### config.mk
export PLATFORM = sky130hd
export DESIGN_NAME = failsafe_relay_hold_timer
export DESIGN_NICKNAME = d
export VERILOG_FILES = /design/src/core/failsafe_relay_pkg.sv /design/src/core/failsafe_relay_hold_timer.sv /design/src/core/relay_hold_timer.sv
export SDC_FILE = /design/constraint.sdc
export NUM_CORES = 1
export LEC_CHECK = 0
export BUFFER_PORTS_ARGS = -buffer_cell sky130_fd_sc_hd__buf_2
export CORE_AREA = 2 2 160 162
export CTS_CLUSTER_SIZE = 24
export DETAILED_ROUTE_END_ITERATION = 12
export DIE_AREA = 0 0 162 164
export PLACE_DENSITY = 0.74
export SLEW_MARGIN = 20
export SYNTH_ARGS = -nofsm -noshare
export SYNTH_HDL_FRONTEND = slang
export SYNTH_SLANG_ARGS = --single-unit
### constraint.sdc
create_clock -name clock -period 2.4 [get_ports clock]
set_input_delay 0.24 -clock clock [delete_from_list [all_inputs] [get_ports clock]]
set_output_delay 0.24 -clock clock [all_outputs]
set_load 0.02 [all_outputs]
### src/core/failsafe_relay_pkg.sv
package failsafe_relay_pkg;

  localparam int RELAY_COUNT = 6;
  localparam int ADDRESS_WIDTH = 16;
  localparam int DATA_WIDTH = 8;
  localparam int SWITCH_WIDTH = 4;

  // relay positions on the data bus
  localparam int RELAY_ONE = 0;
  localparam int RELAY_TWO = 1;
  localparam int RELAY_THREE = 2;
  localparam int RELAY_FOUR = 3;
  localparam int RELAY_FIVE = 4;
  localparam int RELAY_SIX = 5;

  // the single register and its fields
  localparam logic [15:0] RELAY_TRIGGER_AND_STATE = 16'h8300;
  localparam int SWITCH_LSB = 2;
  localparam int ARM_BIT = 6;
  localparam int IGNORED_BIT = 7;
  localparam logic [7:0] STATUS_RESET = 8'h00;
  localparam logic [5:0] RELAYS_RESET = 6'h00;

  // hold timing
  localparam longint CLOCK_HZ = 40000000;
  localparam longint HOLD_TIME_MS = 45000;
  localparam longint RETRIGGER_MAX_MS = 30000;
  localparam longint HOLD_CYCLES = (HOLD_TIME_MS * CLOCK_HZ) / 1000;
  localparam int HOLD_COUNT_WIDTH = 31;

  localparam int SYNC_STAGES = 2;

  // one sample of the parallel bus pins
  typedef struct packed {
    logic [15:0] address;
    logic [7:0] data;
    logic readWrite;
    logic strobe_n;
  } busSample_t;

  typedef enum logic [2:0] {
    BUS_IDLE = 3'h1,
    BUS_WRITE = 3'h2,
    BUS_READ = 3'h4
  } busState_t;

endpackage

### src/core/failsafe_relay_hold_timer.sv
`timescale 1ns/10ps
// Summary of operation
// - six relay outputs, each held by its own retriggerable timer.
// - one bus address, base 8300 hex plus four times the switch value.
// - switch bit 0 passes its address line, 1 inverts it before compare.
// - selected write captures the data byte at the strobe's rising edge.
// - D7 ignored, D6 must be set; a 0 in D0-D5 retriggers that timer.
// - each trigger keeps its relay energised about 45 seconds.
// - each relay output follows its timer's active output exactly.
// - selected read puts the six timer states on the data bus.
// - relay one to six map onto D0 to D5, 1 meaning energised.
module failsafe_relay_hold_timer #(
  parameter int RELAYS = failsafe_relay_pkg::RELAY_COUNT,
  parameter logic [failsafe_relay_pkg::HOLD_COUNT_WIDTH-1:0] HOLD_CYCLES =
    failsafe_relay_pkg::HOLD_COUNT_WIDTH'(failsafe_relay_pkg::HOLD_CYCLES)
) (
  input wire logic clock,
  input wire logic reset_n,
  input wire logic clockEnable,
  input wire logic [15:0] address,
  input wire logic [7:0] dataIn,
  input wire logic readWrite,
  input wire logic busStrobe_n,
  input wire logic [3:0] addressSelectSwitch,
  output logic [7:0] dataOut,
  output logic dataOutEnable_n,
  output logic [RELAYS-1:0] relayOut
);

  localparam int SW = failsafe_relay_pkg::SWITCH_WIDTH;
  localparam int SL = failsafe_relay_pkg::SWITCH_LSB;

  // pin synchronisers
  // every bus pin is asynchronous to clock; two stages before any use
  failsafe_relay_pkg::busSample_t pinSample;
  failsafe_relay_pkg::busSample_t busMeta;
  failsafe_relay_pkg::busSample_t busSync;
  logic [SW-1:0] switchMeta;
  logic [SW-1:0] switchSync;

  assign pinSample.address = address;
  assign pinSample.data = dataIn;
  assign pinSample.readWrite = readWrite;
  assign pinSample.strobe_n = busStrobe_n;

  // strobe idles high so reset leaves the bus looking quiet
  always_ff @(posedge clock or negedge reset_n) begin
    if (!reset_n) begin
      busMeta <= '{address: '0, data: '0, readWrite: 1'b1, strobe_n: 1'b1};
    end else if (clockEnable) begin
      busMeta <= pinSample;
    end
  end

  always_ff @(posedge clock or negedge reset_n) begin
    if (!reset_n) begin
      busSync <= '{address: '0, data: '0, readWrite: 1'b1, strobe_n: 1'b1};
    end else if (clockEnable) begin
      busSync <= busMeta;
    end
  end

  always_ff @(posedge clock or negedge reset_n) begin
    if (!reset_n) begin
      switchMeta <= '0;
      switchSync <= '0;
    end else if (clockEnable) begin
      switchMeta <= addressSelectSwitch;
      switchSync <= switchMeta;
    end
  end

  // address decode
  wire [SW-1:0] switchField = busSync.address[SL+SW-1:SL];
  wire [SW-1:0] conditionedField;
  wire [15:0] baseMask;
  wire [15:0] baseBits;
  wire upperMatch;
  wire fieldMatch;
  wire selected;

  // each switch bit steers an xor: 0 buffers the line, 1 inverts it
  genvar sb;
  generate
    for (sb = 0; sb < SW; sb++) begin : g_switchXor
      assign conditionedField[sb] = switchField[sb] ^ switchSync[sb];
    end
  endgenerate

  // all lines outside the switch field must equal the base exactly
  assign baseMask = ~(16'(((1 << SW) - 1) << SL));
  assign baseBits = failsafe_relay_pkg::RELAY_TRIGGER_AND_STATE;
  assign upperMatch = ((busSync.address & baseMask) == (baseBits & baseMask));
  // conditioned field zero means address = base + 4 * switch
  assign fieldMatch = (conditionedField == '0);
  assign selected = upperMatch && fieldMatch;

  // address and strobe bits resolve independently in the synchroniser,
  // so the first low strobe sample may still carry a stale address
  logic strobeLowLast;

  always_ff @(posedge clock or negedge reset_n) begin
    if (!reset_n) begin
      strobeLowLast <= 1'b0;
    end else if (clockEnable) begin
      strobeLowLast <= !busSync.strobe_n;
    end
  end

  wire strobeActive = !busSync.strobe_n;
  // costs one cycle of latency on entry, none on the closing edge
  wire strobeSettled = strobeActive && strobeLowLast;
  wire writeAccess = strobeSettled && selected && !busSync.readWrite;
  wire readAccess = strobeSettled && selected && busSync.readWrite;

  // access sequencer
  failsafe_relay_pkg::busState_t state;
  failsafe_relay_pkg::busState_t next_state;

  always_comb begin
    next_state = state;
    unique case (state)
      failsafe_relay_pkg::BUS_IDLE: begin
        if (writeAccess) begin
          next_state = failsafe_relay_pkg::BUS_WRITE;
        end else if (readAccess) begin
          next_state = failsafe_relay_pkg::BUS_READ;
        end
      end
      failsafe_relay_pkg::BUS_WRITE: begin
        if (!strobeActive) begin
          next_state = failsafe_relay_pkg::BUS_IDLE;
        end
      end
      failsafe_relay_pkg::BUS_READ: begin
        if (!strobeActive) begin
          next_state = failsafe_relay_pkg::BUS_IDLE;
        end
      end
      default: begin
        next_state = failsafe_relay_pkg::BUS_IDLE;
      end
    endcase
  end

  always_ff @(posedge clock or negedge reset_n) begin
    if (!reset_n) begin
      state <= failsafe_relay_pkg::BUS_IDLE;
    end else if (clockEnable) begin
      state <= next_state;
    end
  end

  wire inWrite = (state == failsafe_relay_pkg::BUS_WRITE);
  wire inRead = (state == failsafe_relay_pkg::BUS_READ);

  // write capture
  // the byte is refreshed while the strobe is low, so the value used
  // is the one present just before the rising edge
  logic [7:0] capturedByte;

  always_ff @(posedge clock or negedge reset_n) begin
    if (!reset_n) begin
      capturedByte <= failsafe_relay_pkg::STATUS_RESET;
    end else if (clockEnable && writeAccess) begin
      capturedByte <= busSync.data;
    end
  end

  // rising edge of the strobe closes the write
  wire writeCommit = inWrite && !strobeActive;
  // bit seven is don't-care; without bit six the byte is not a trigger
  wire armed = capturedByte[failsafe_relay_pkg::ARM_BIT];

  logic [RELAYS-1:0] triggerPulse;

  // a zero data bit becomes a one-cycle trigger for its relay
  always_ff @(posedge clock or negedge reset_n) begin
    if (!reset_n) begin
      triggerPulse <= '0;
    end else if (clockEnable) begin
      triggerPulse <= (writeCommit && armed) ? ~capturedByte[RELAYS-1:0] : '0;
    end
  end

  // hold timers
  logic [RELAYS-1:0] timerActive;

  genvar ri;
  generate
    for (ri = 0; ri < RELAYS; ri++) begin : g_relay
      relay_hold_timer #(
        .COUNT_WIDTH(failsafe_relay_pkg::HOLD_COUNT_WIDTH),
        .HOLD_CYCLES(HOLD_CYCLES)
      ) u_timer (
        .clock(clock),
        .reset_n(reset_n),
        .clockEnable(clockEnable),
        .trigger(triggerPulse[ri]),
        .active(timerActive[ri])
      );
    end
  endgenerate

  // relay drive is the timer output itself, no extra latency
  assign relayOut = timerActive;

  // read path
  // the host must keep each wanted relay within the retrigger window;
  // the status below is how software can see a missed retrigger
  logic [7:0] statusByte;

  always_ff @(posedge clock or negedge reset_n) begin
    if (!reset_n) begin
      statusByte <= failsafe_relay_pkg::STATUS_RESET;
    end else if (clockEnable) begin
      statusByte <= {2'b00, timerActive};
    end
  end

  assign dataOut = statusByte;
  // drive only for a selected read, released once the strobe ends
  assign dataOutEnable_n = !inRead;

endmodule

### src/core/relay_hold_timer.sv
`timescale 1ns/10ps
module relay_hold_timer #(
  parameter int COUNT_WIDTH = failsafe_relay_pkg::HOLD_COUNT_WIDTH,
  parameter logic [COUNT_WIDTH-1:0] HOLD_CYCLES = COUNT_WIDTH'(failsafe_relay_pkg::HOLD_CYCLES)
) (
  input wire logic clock,
  input wire logic reset_n,
  input wire logic clockEnable,
  input wire logic trigger,
  output logic active
);

  logic [COUNT_WIDTH-1:0] remaining;
  wire lastCycle = (remaining == COUNT_WIDTH'(1));

  // retrigger reloads the full hold period, whatever is left
  always_ff @(posedge clock or negedge reset_n) begin
    if (!reset_n) begin
      remaining <= '0;
    end else if (clockEnable) begin
      if (trigger) begin
        remaining <= HOLD_CYCLES;
      end else if (remaining != '0) begin
        remaining <= remaining - COUNT_WIDTH'(1);
      end
    end
  end

  always_ff @(posedge clock or negedge reset_n) begin
    if (!reset_n) begin
      active <= 1'b0;
    end else if (clockEnable) begin
      if (trigger) begin
        active <= 1'b1;
      end else if (lastCycle) begin
        active <= 1'b0;
      end
    end
  end

endmodule

==> summary.md, run 1 <==
| Metric | Value |
|---|---|
| Layout cells sized above 1 | `0.265` |
| DR iter-0 viols | `723` |
| Worst hold path endpoint | `dataOut[1]` |
| Worst EP required | `2830 ps` |
| Number of global-route vias before repair | `between 10000 and 15000` |
| Io pins | `48` |
| First drt pass iteration count | `6` |
| Tot Pwr | `13700 uW` |
| Initial antenna violation count | `0` |
| Internal Pwr Total | `roughly 9600 uW` |
| First-pass GRT wire length | `53.1 mm` |
| FF+latch count, synth | `between 200 and 300` |
| Util after Layout | `0.676` |
| Combinational Power Share | `0.215` |
| DRC | `0` |
| Synthesized area per cell | `~10 sq um` |
| Post-synth ARST share | `1.00` |
| Critical path type | `reg -> reg` |
| Cell Rows | `just under 60` |
| Multi-input logic area | `6630 sq um` |
| Clock share of power | `0.336` |
| Final Cycle Share | `1.04` |
| Placer congestion estimate | `0.872` |
| FF/Latch Area | `6840 sq um` |
| Filler cell count | `1847` |
| Pwr Density | `815 nW/um^2` |
| Switch share | `0.298` |
| Setup ws final | `-91.6 ps` |
| Flop pwr share | `0.448` |
| Total wire length | `32.6 mm` |
| RSZ-0062 raised after global routing | `true` |
| Core ar. | `24800 sq um` |
| Crit path DAT | `2920 ps` |
| Clock Latency Late Sink | `550 ps` |
| Grt ovf | `0` |
| Layout area overhead | `24.9%` |
| Average wire per standard cell | `17.4 microns` |
| HP Class | `in -> reg` |
| Starting Density | `0.541` |
| HP Start | `clockEnable` |
| # setup viols final | `21` |
| Slew HR | `0.553` |
| Port buffer count | `44` |
| Synth warn | `0` |
| Synth Instances | `1326` |
| Most common cell in the synthesized netlist | `dfrtp_1` |
| # diodes | `0` |
| TNS Setup | `-879 ps` |
| Final cell count without fillers | `1875` |
| Pin count of the biggest net entering global routing | `76` |
| Die X-Extent | `between 150 and 200 microns` |
| Dpl cells | `1772` |
| Final hold violation count | `0` |
| Clock transition at path regs | `60 ps` |
| R2r worst-path depth | `8` |
| Startpoint types | `flop` |
| Vias | `11042` |
| FF-to-FF End | `g_relay[1].u_timer.remaining[9]` |
| Synth Cell Area | `roughly 13000 sq um` |
| DP HPWL | `20.0 mm` |
| Post-synth top cells | `dfrtp_1, nor2_1, nand2_1` |
| R2R Path Start | `g_relay[1].u_timer.remaining[23]` |
| Worst clock skew | `12.9 ps` |
| CTS Sinks | `between 200 and 300` |
| Hold Path Depth | `2` |
| Num CTS Buffers | `29` |
| Count of pins over their slew limit | `0` |
| Root Buffer | `clkbuf_16` |
| Least-Margin Pin Slew | `approximately 670 ps` |
| Status | `complete, but fails checks` |
| CP max FO | `5` |
| Nets | `between 1500 and 2000` |
| Post-synth EDFFs | `0` |
| Max Fclk | `401 MHz` |
| Synth top area cells | `dfrtp_1, mux2_2, xnor2_1` |
| Maximum capacitance violations | `0` |
| Total track usage | `0.240` |
| Min cycle time layout | `~2500 ps` |
| Distinct cell type count of the synthesized netlist | `75` |
| Die ar. | `26600 sq um` |
| Max H-tree Level | `1` |
| Share of Yosys cell area claimed by the top area cell type | `0.499` |
| Die Y | `164 microns` |
| Yosys top cell by area | `dfrtp_1` |
| Pleak | `0.00728 uW` |
| Worst vdd ir | `~720 uV` |
| TritonCTS clock tree | `done` |
| CP endpoint kind | `flop` |
| WHS | `between 70 and 80 ps` |
| Vias/cell | `between 5 and 6` |
| Top_reg_cell synth | `dfrtp_1` |
| Failing checks | `negative setup slack` |
| Post-synthesis sequential area ratio | `0.509` |
| Sw Pwr | `slightly above 4000 uW` |
| Clock tree buffer depth | `3` |
| Post-route ant nets | `0` |
| Reg2Reg Setup Slack | `-90 ps` |
per-stage QoR:
stage | setup slack [ps] | cell area, sq um
finish | -91.6 | 16800
global placement | -53.7 | 14900
CTS | -63.7 | 16300
floorplan | -134 | 13500
detailed placement | -100 | 14900
global route | -181 | 16800
sequential cells by signal (all words and copies together), names as in the netlist:
signal / count
busMeta: 25
busSync: 25
capturedByte: 7
dataOut: 6
g_relay.u_timer.active: 6
g_relay.u_timer.remaining: 186
state: 3
strobeLowLast: 1
switchMeta: 4
switchSync: 4
triggerPulse: 6
final cells by class:
type / count / area share
clock buffer: 43 / 0.0506
inverter: 29 / 0.00649
clock inverter: 10 / 0.00768
multi-input combinational: 960 / 0.395
timing repair buffer: 230 / 0.108
tap: 330 / 0.0246
sequential: 273 / 0.408
critical path: stages (launching register included):
cell and delay (ps):
dfrtp_1 370, or4_1 510, or4_4 510, buf_6 150, o41ai_4 350, buf_4 200, nor4_1 60, xnor2_1 150
nand2_1 60
power groups by stage:
| stage | Sequential [uW] | Clock (uW) | Combinational, uW |
|---|---|---|---|
| after floorplan | 6000 | 0 | 1700 |
| after global placement | 6070 | 0 | 2560 |
| after detailed placement | 6110 | 0 | 2670 |
| after CTS | 6050 | 4650 | 2760 |
| after global routing | 6220 | 4890 | 3260 |
| final | 6130 | 4600 | 2940 |
placed cells by master (no fill, tap or decap), types with 27 or more instances in the layout:
cell type      count
dfrtp_1          268
inv_1             27
o21ai_0           48
nor4_1            58
nand3_1           36
clkbuf_16         29
dlygate4sd3_1     30
nor3_1            55
mux2_2            70
nand2_1          121
buf_4            141
buf_2             43
nor2_1           123
or3_1             46
xnor2_1           75
cells by family (layout without fill, tap and decap cells):
family | count (synthesis) | in the layout | synth area share
and+or+nand+nor | 603 | 603 | 0.238
DFF | 273 | 273 | 0.509
AOI/OAI and AO/OA | 169 | 169 | 0.0849
xor gates and xnor gates | 102 | 102 | 0.0665
buffers and inverters | 94 | 312 | 0.0296
muxes | 72 | 72 | 0.0602
adders and majority gates | 12 | 12 | 0.0112
other | 1 | 2 | 0.000279
layer usage:
metal,track usage,wire length [microns]
met2,0.426,16500
met5,0,0
met4,0.0567,605
met3,0.0331,1350
met1,0.313,14100
worst max-delay path by stage:
stage | from | endpoint | slack (ps) | depth (start not counted)
2_1_floorplan | g_relay[1].u_timer.remaining[18] | g_relay[1].u_timer.remaining[29] | -130 | 7
3_3_place_gp | g_relay[1].u_timer.remaining[25] | g_relay[1].u_timer.remaining[9] | -50 | 8
3_5_place_dp | g_relay[1].u_timer.remaining[25] | g_relay[1].u_timer.remaining[9] | -100 | 8
4_1_cts | g_relay[1].u_timer.remaining[25] | g_relay[1].u_timer.remaining[9] | -60 | 8
5_1_grt | g_relay[1].u_timer.remaining[23] | g_relay[1].u_timer.remaining[9] | -180 | 8
6_report | g_relay[1].u_timer.remaining[23] | g_relay[1].u_timer.remaining[9] | -90 | 8
timing repair:
action                                  in CTS  in global routing
pin swaps                                    6                 27
gates resized for setup                     22                 73
cloned                                       1                  2
hold buffers                                30                  0
setup buffers                                2                 15
endpoints found under the setup margin      41                100
hold endpoints to repair                    95                  0
(Power assumes the default switching activity.)
==> inputs of run 2 (changes only) <==
--- a/config.mk
+++ b/config.mk
@@ -7,6 +7,7 @@
 export LEC_CHECK = 0
 export BUFFER_PORTS_ARGS = -buffer_cell sky130_fd_sc_hd__buf_2
 export CORE_AREA = 2 2 160 162
+export CTS_BUF_LIST = sky130_fd_sc_hd__clkbuf_4 sky130_fd_sc_hd__clkbuf_8
 export CTS_CLUSTER_SIZE = 24
 export DETAILED_ROUTE_END_ITERATION = 12
 export DIE_AREA = 0 0 162 164
==> constraint.sdc (replaced) <==
create_clock -name clock -period 2.4 [get_ports clock]
set_input_delay 0.24 -clock clock [delete_from_list [all_inputs] [get_ports clock]]
set_output_delay 0.24 -clock clock [all_outputs]
set_load 0.005 [all_outputs]
==> summary.md, run 2 (same netlist as run 1, synthesis figures left out) <==
| Metric | Value |
|---|---|
| Worst EP required | `2830 ps (about the same)` |
| Switch share | `0.306 (was 0.298)` |
| Post-route ant nets | `0 (unchanged)` |
| Core ar. | `24800 sq um (unchanged)` |
| Place WS | `-100 ps (unchanged)` |
| HP Class | `in -> reg (unchanged)` |
| RSZ-0062 raised after global routing | `true (unchanged)` |
| Pwr Density | `791 nW/um^2 (was 815 nW/um^2)` |
| Clock Latency Late Sink | `570 ps (was 550 ps)` |
| # diodes | `0 (unchanged)` |
| First-pass GRT wire length | `52.9 mm (was 53.1 mm)` |
| Cell repeated most along the worst path | `buf_6` |
| Combinational Power Share | `0.220 (was 0.215)` |
| Max Fclk | `392 MHz (was 401 MHz)` |
| Die X-Extent | `162 microns (unchanged)` |
| FF/Latch Area | `6840 sq um (unchanged)` |
| Clock share of power | `0.320 (was 0.336)` |
| Critical-path cell list | `or4_1 -> or4_4 -> buf_6 -> o41ai_4 -> buf_6 -> nor3_1 -> xnor2_1 -> nand2_1 (was or4_1 -> or4_4 -> buf_6 -> o41ai_4 -> buf_4 -> nor4_1 -> xnor2_1 -> nand2_1)` |
| DRC | `0 (unchanged)` |
| Root Buffer | `clkbuf_8 (was clkbuf_16)` |
| Sw Pwr | `4050 uW (was 4080 uW)` |
| Least-Margin Pin Slew | `645 ps (was 671 ps)` |
| Num CTS Buffers | `46 (was 29)` |
| Final cell count without fillers | `1908 (was 1875)` |
| Die Y | `164 microns (unchanged)` |
| DP HPWL | `20.0 mm (unchanged)` |
| Flop pwr share | `0.460 (was 0.448)` |
| Worst vdd ir | `579 uV (was 717 uV)` |
| Min cycle time layout | `2550 ps (was 2490 ps)` |
| Clock transition at path regs | `60 ps (about the same)` |
| Reg2Reg Setup Slack | `-150 ps (was -90 ps)` |
| Failing checks | `negative setup slack (unchanged)` |
| Filler cell count | `1859 (was 1847)` |
| Status | `complete, but fails checks (unchanged)` |
| Dpl cells | `1772 (unchanged)` |
| Nets | `1589 (was 1568)` |
| Multi-input logic area | `6620 sq um (was 6630 sq um)` |
| Biggest register | `g_relay.u_timer.remaining (unchanged)` |
| CP max stage delay | `510 ps (about the same)` |
| CTS Sinks | `273 (unchanged)` |
| Vias/cell | `5.79 (was 5.89)` |
| Pin count of the biggest net entering global routing | `76 (unchanged)` |
| Number of global-route vias before repair | `11201 (was 10995)` |
| Cell Rows | `58 (unchanged)` |
| First drt pass iteration count | `4 (was 6)` |
| Placer congestion estimate | `0.872 (unchanged)` |
| Max H-tree Level | `2 (was 1)` |
| Slowest cell on crit path | `or4_1 (unchanged)` |
| Worst path top cell family by delay | `simple AND/OR/NAND/NOR gates (unchanged)` |
| Die ar. | `26600 sq um (unchanged)` |
| Grt ovf | `0 (unchanged)` |
| Clock tree buffer depth | `3 (unchanged)` |
| Total wire length | `31.8 mm (was 32.6 mm)` |
| TritonCTS clock tree | `done (unchanged)` |
| Max reg flops | `186 (unchanged)` |
| TNS Setup | `-1210 ps (was -879 ps)` |
| Crit path buffers/inverters | `2 (unchanged)` |
| Maximum capacitance violations | `0 (unchanged)` |
| Vias | `11041 (was 11042)` |
| Total track usage | `0.238 (was 0.240)` |
| Final Cycle Share | `1.06 (was 1.04)` |
| Worst clock skew | `20.3 ps (was 12.9 ps)` |
| Commonest non-fill, non-tap cell in the layout | `dfrtp_1 (unchanged)` |
| Starting Density | `0.541 (unchanged)` |
| CP max FO | `5 (unchanged)` |
| Initial antenna violation count | `0 (unchanged)` |
| Count of pins over their slew limit | `0 (unchanged)` |
| Layout area overhead | `24.8% (was 24.9%)` |
| Startpoint types | `flop (unchanged)` |
| Port buffer count | `44 (unchanged)` |
| Pleak | `0.00732 uW (was 0.00728 uW)` |
| Final hold violation count | `0 (unchanged)` |
| DR iter-0 viols | `711 (was 723)` |
| Critical path type | `reg -> reg (unchanged)` |
| # setup viols final | `19 (was 21)` |
| Average wire per standard cell | `16.7 microns (was 17.4 microns)` |
| Crit path DAT | `2980 ps (was 2920 ps)` |
| Layout cells sized above 1 | `0.281 (was 0.265)` |
| Internal Pwr Total | `9210 uW (was 9590 uW)` |
| Setup ws final | `-152 ps (was -91.6 ps)` |
| Registers with the most flip-flops | `g_relay.u_timer.remaining: 186 flops, busMeta: 25 flops, busSync: 25 flops (unchanged)` |
| Most frequent cells in the layout | `dfrtp_1, buf_4, nor2_1, nand2_1, xnor2_1 (unchanged)` |
| Io pins | `48 (unchanged)` |
| Slew HR | `0.570 (was 0.553)` |
| CP endpoint kind | `flop (unchanged)` |
## run 2: cell type report
cell class	count	area share
Timing Repair Buffer	234	0.110
Multi-Input combinational cell	960	0.395
Clock inverter	9	0.00321
Tap cell	330	0.0246
Sequential cell	273	0.408
Inverter	29	0.00649
Clock buffer	73	0.0532
## run 2: final timing paths
check,startpoint,to,depth (start not counted)
hold reg to reg,capturedByte[4],triggerPulse[4],1
hold / removal,clockEnable,dataOut[2],2
min in group asynchronous,reset_n,g_relay[2].u_timer.remaining[18],2
setup / recovery,g_relay[1].u_timer.remaining[25],g_relay[1].u_timer.remaining[12],8
setup reg to reg,g_relay[1].u_timer.remaining[25],g_relay[1].u_timer.remaining[12],8
max in group asynchronous,reset_n,busSync[0],3
## run 2: worst reg2reg max path, stage by stage, from the launching register on
cell and delay, ps:
dfrtp_1 370, or4_1 510, or4_4 510, buf_6 150
o41ai_4 400, buf_6 200, nor3_1 60, xnor2_1 160
nand2_1 80
## run 2: timing repair
action,CTS,global route
cloned,2,2
setup endpoints to repair,33,99
pin swaps,15,23
setup buffers,8,12
gates resized for setup,33,60
endpoints found under the hold margin,95,0
hold buffers,30,0
## run 2: routing by layer
| metal | vias to the layer above | routed length, microns | global-route usage |
|---|---|---|---|
| li1 | 5252 | - | - |
| met2 | 272 | 15900 | 0.408 |
| met5 | - | 0 | 0 |
| met1 | 5448 | 13800 | 0.313 |
| met3 | 69 | 1460 | 0.0391 |
| met4 | 0 | 665 | 0.0744 |
## run 2: stage by stage
stage / total power (uW) / area, sq um / hold slack (ps) / util
global route: 14000 / 16800 / 64.1 / 0.675
CTS: 13200 / 16400 / 48.2 / 0.660
floorplan: 7680 / 13500 / -55.6 / -
detailed placement: 8760 / 14900 / 280 / 0.600
global placement: 8610 / 14900 / 286 / 0.600
finish: 13300 / 16800 / 71.3 / 0.675
## run 2: power by group through the flow
stage | Combinational, uW | Sequential, uW | Clock (uW)
detailed placement | 2650 | 6110 | 0
floorplan | 1690 | 5990 | 0
CTS | 2790 | 6050 | 4320
global route | 3260 | 6200 | 4550
global placement | 2550 | 6070 | 0
finish | 2920 | 6090 | 4250
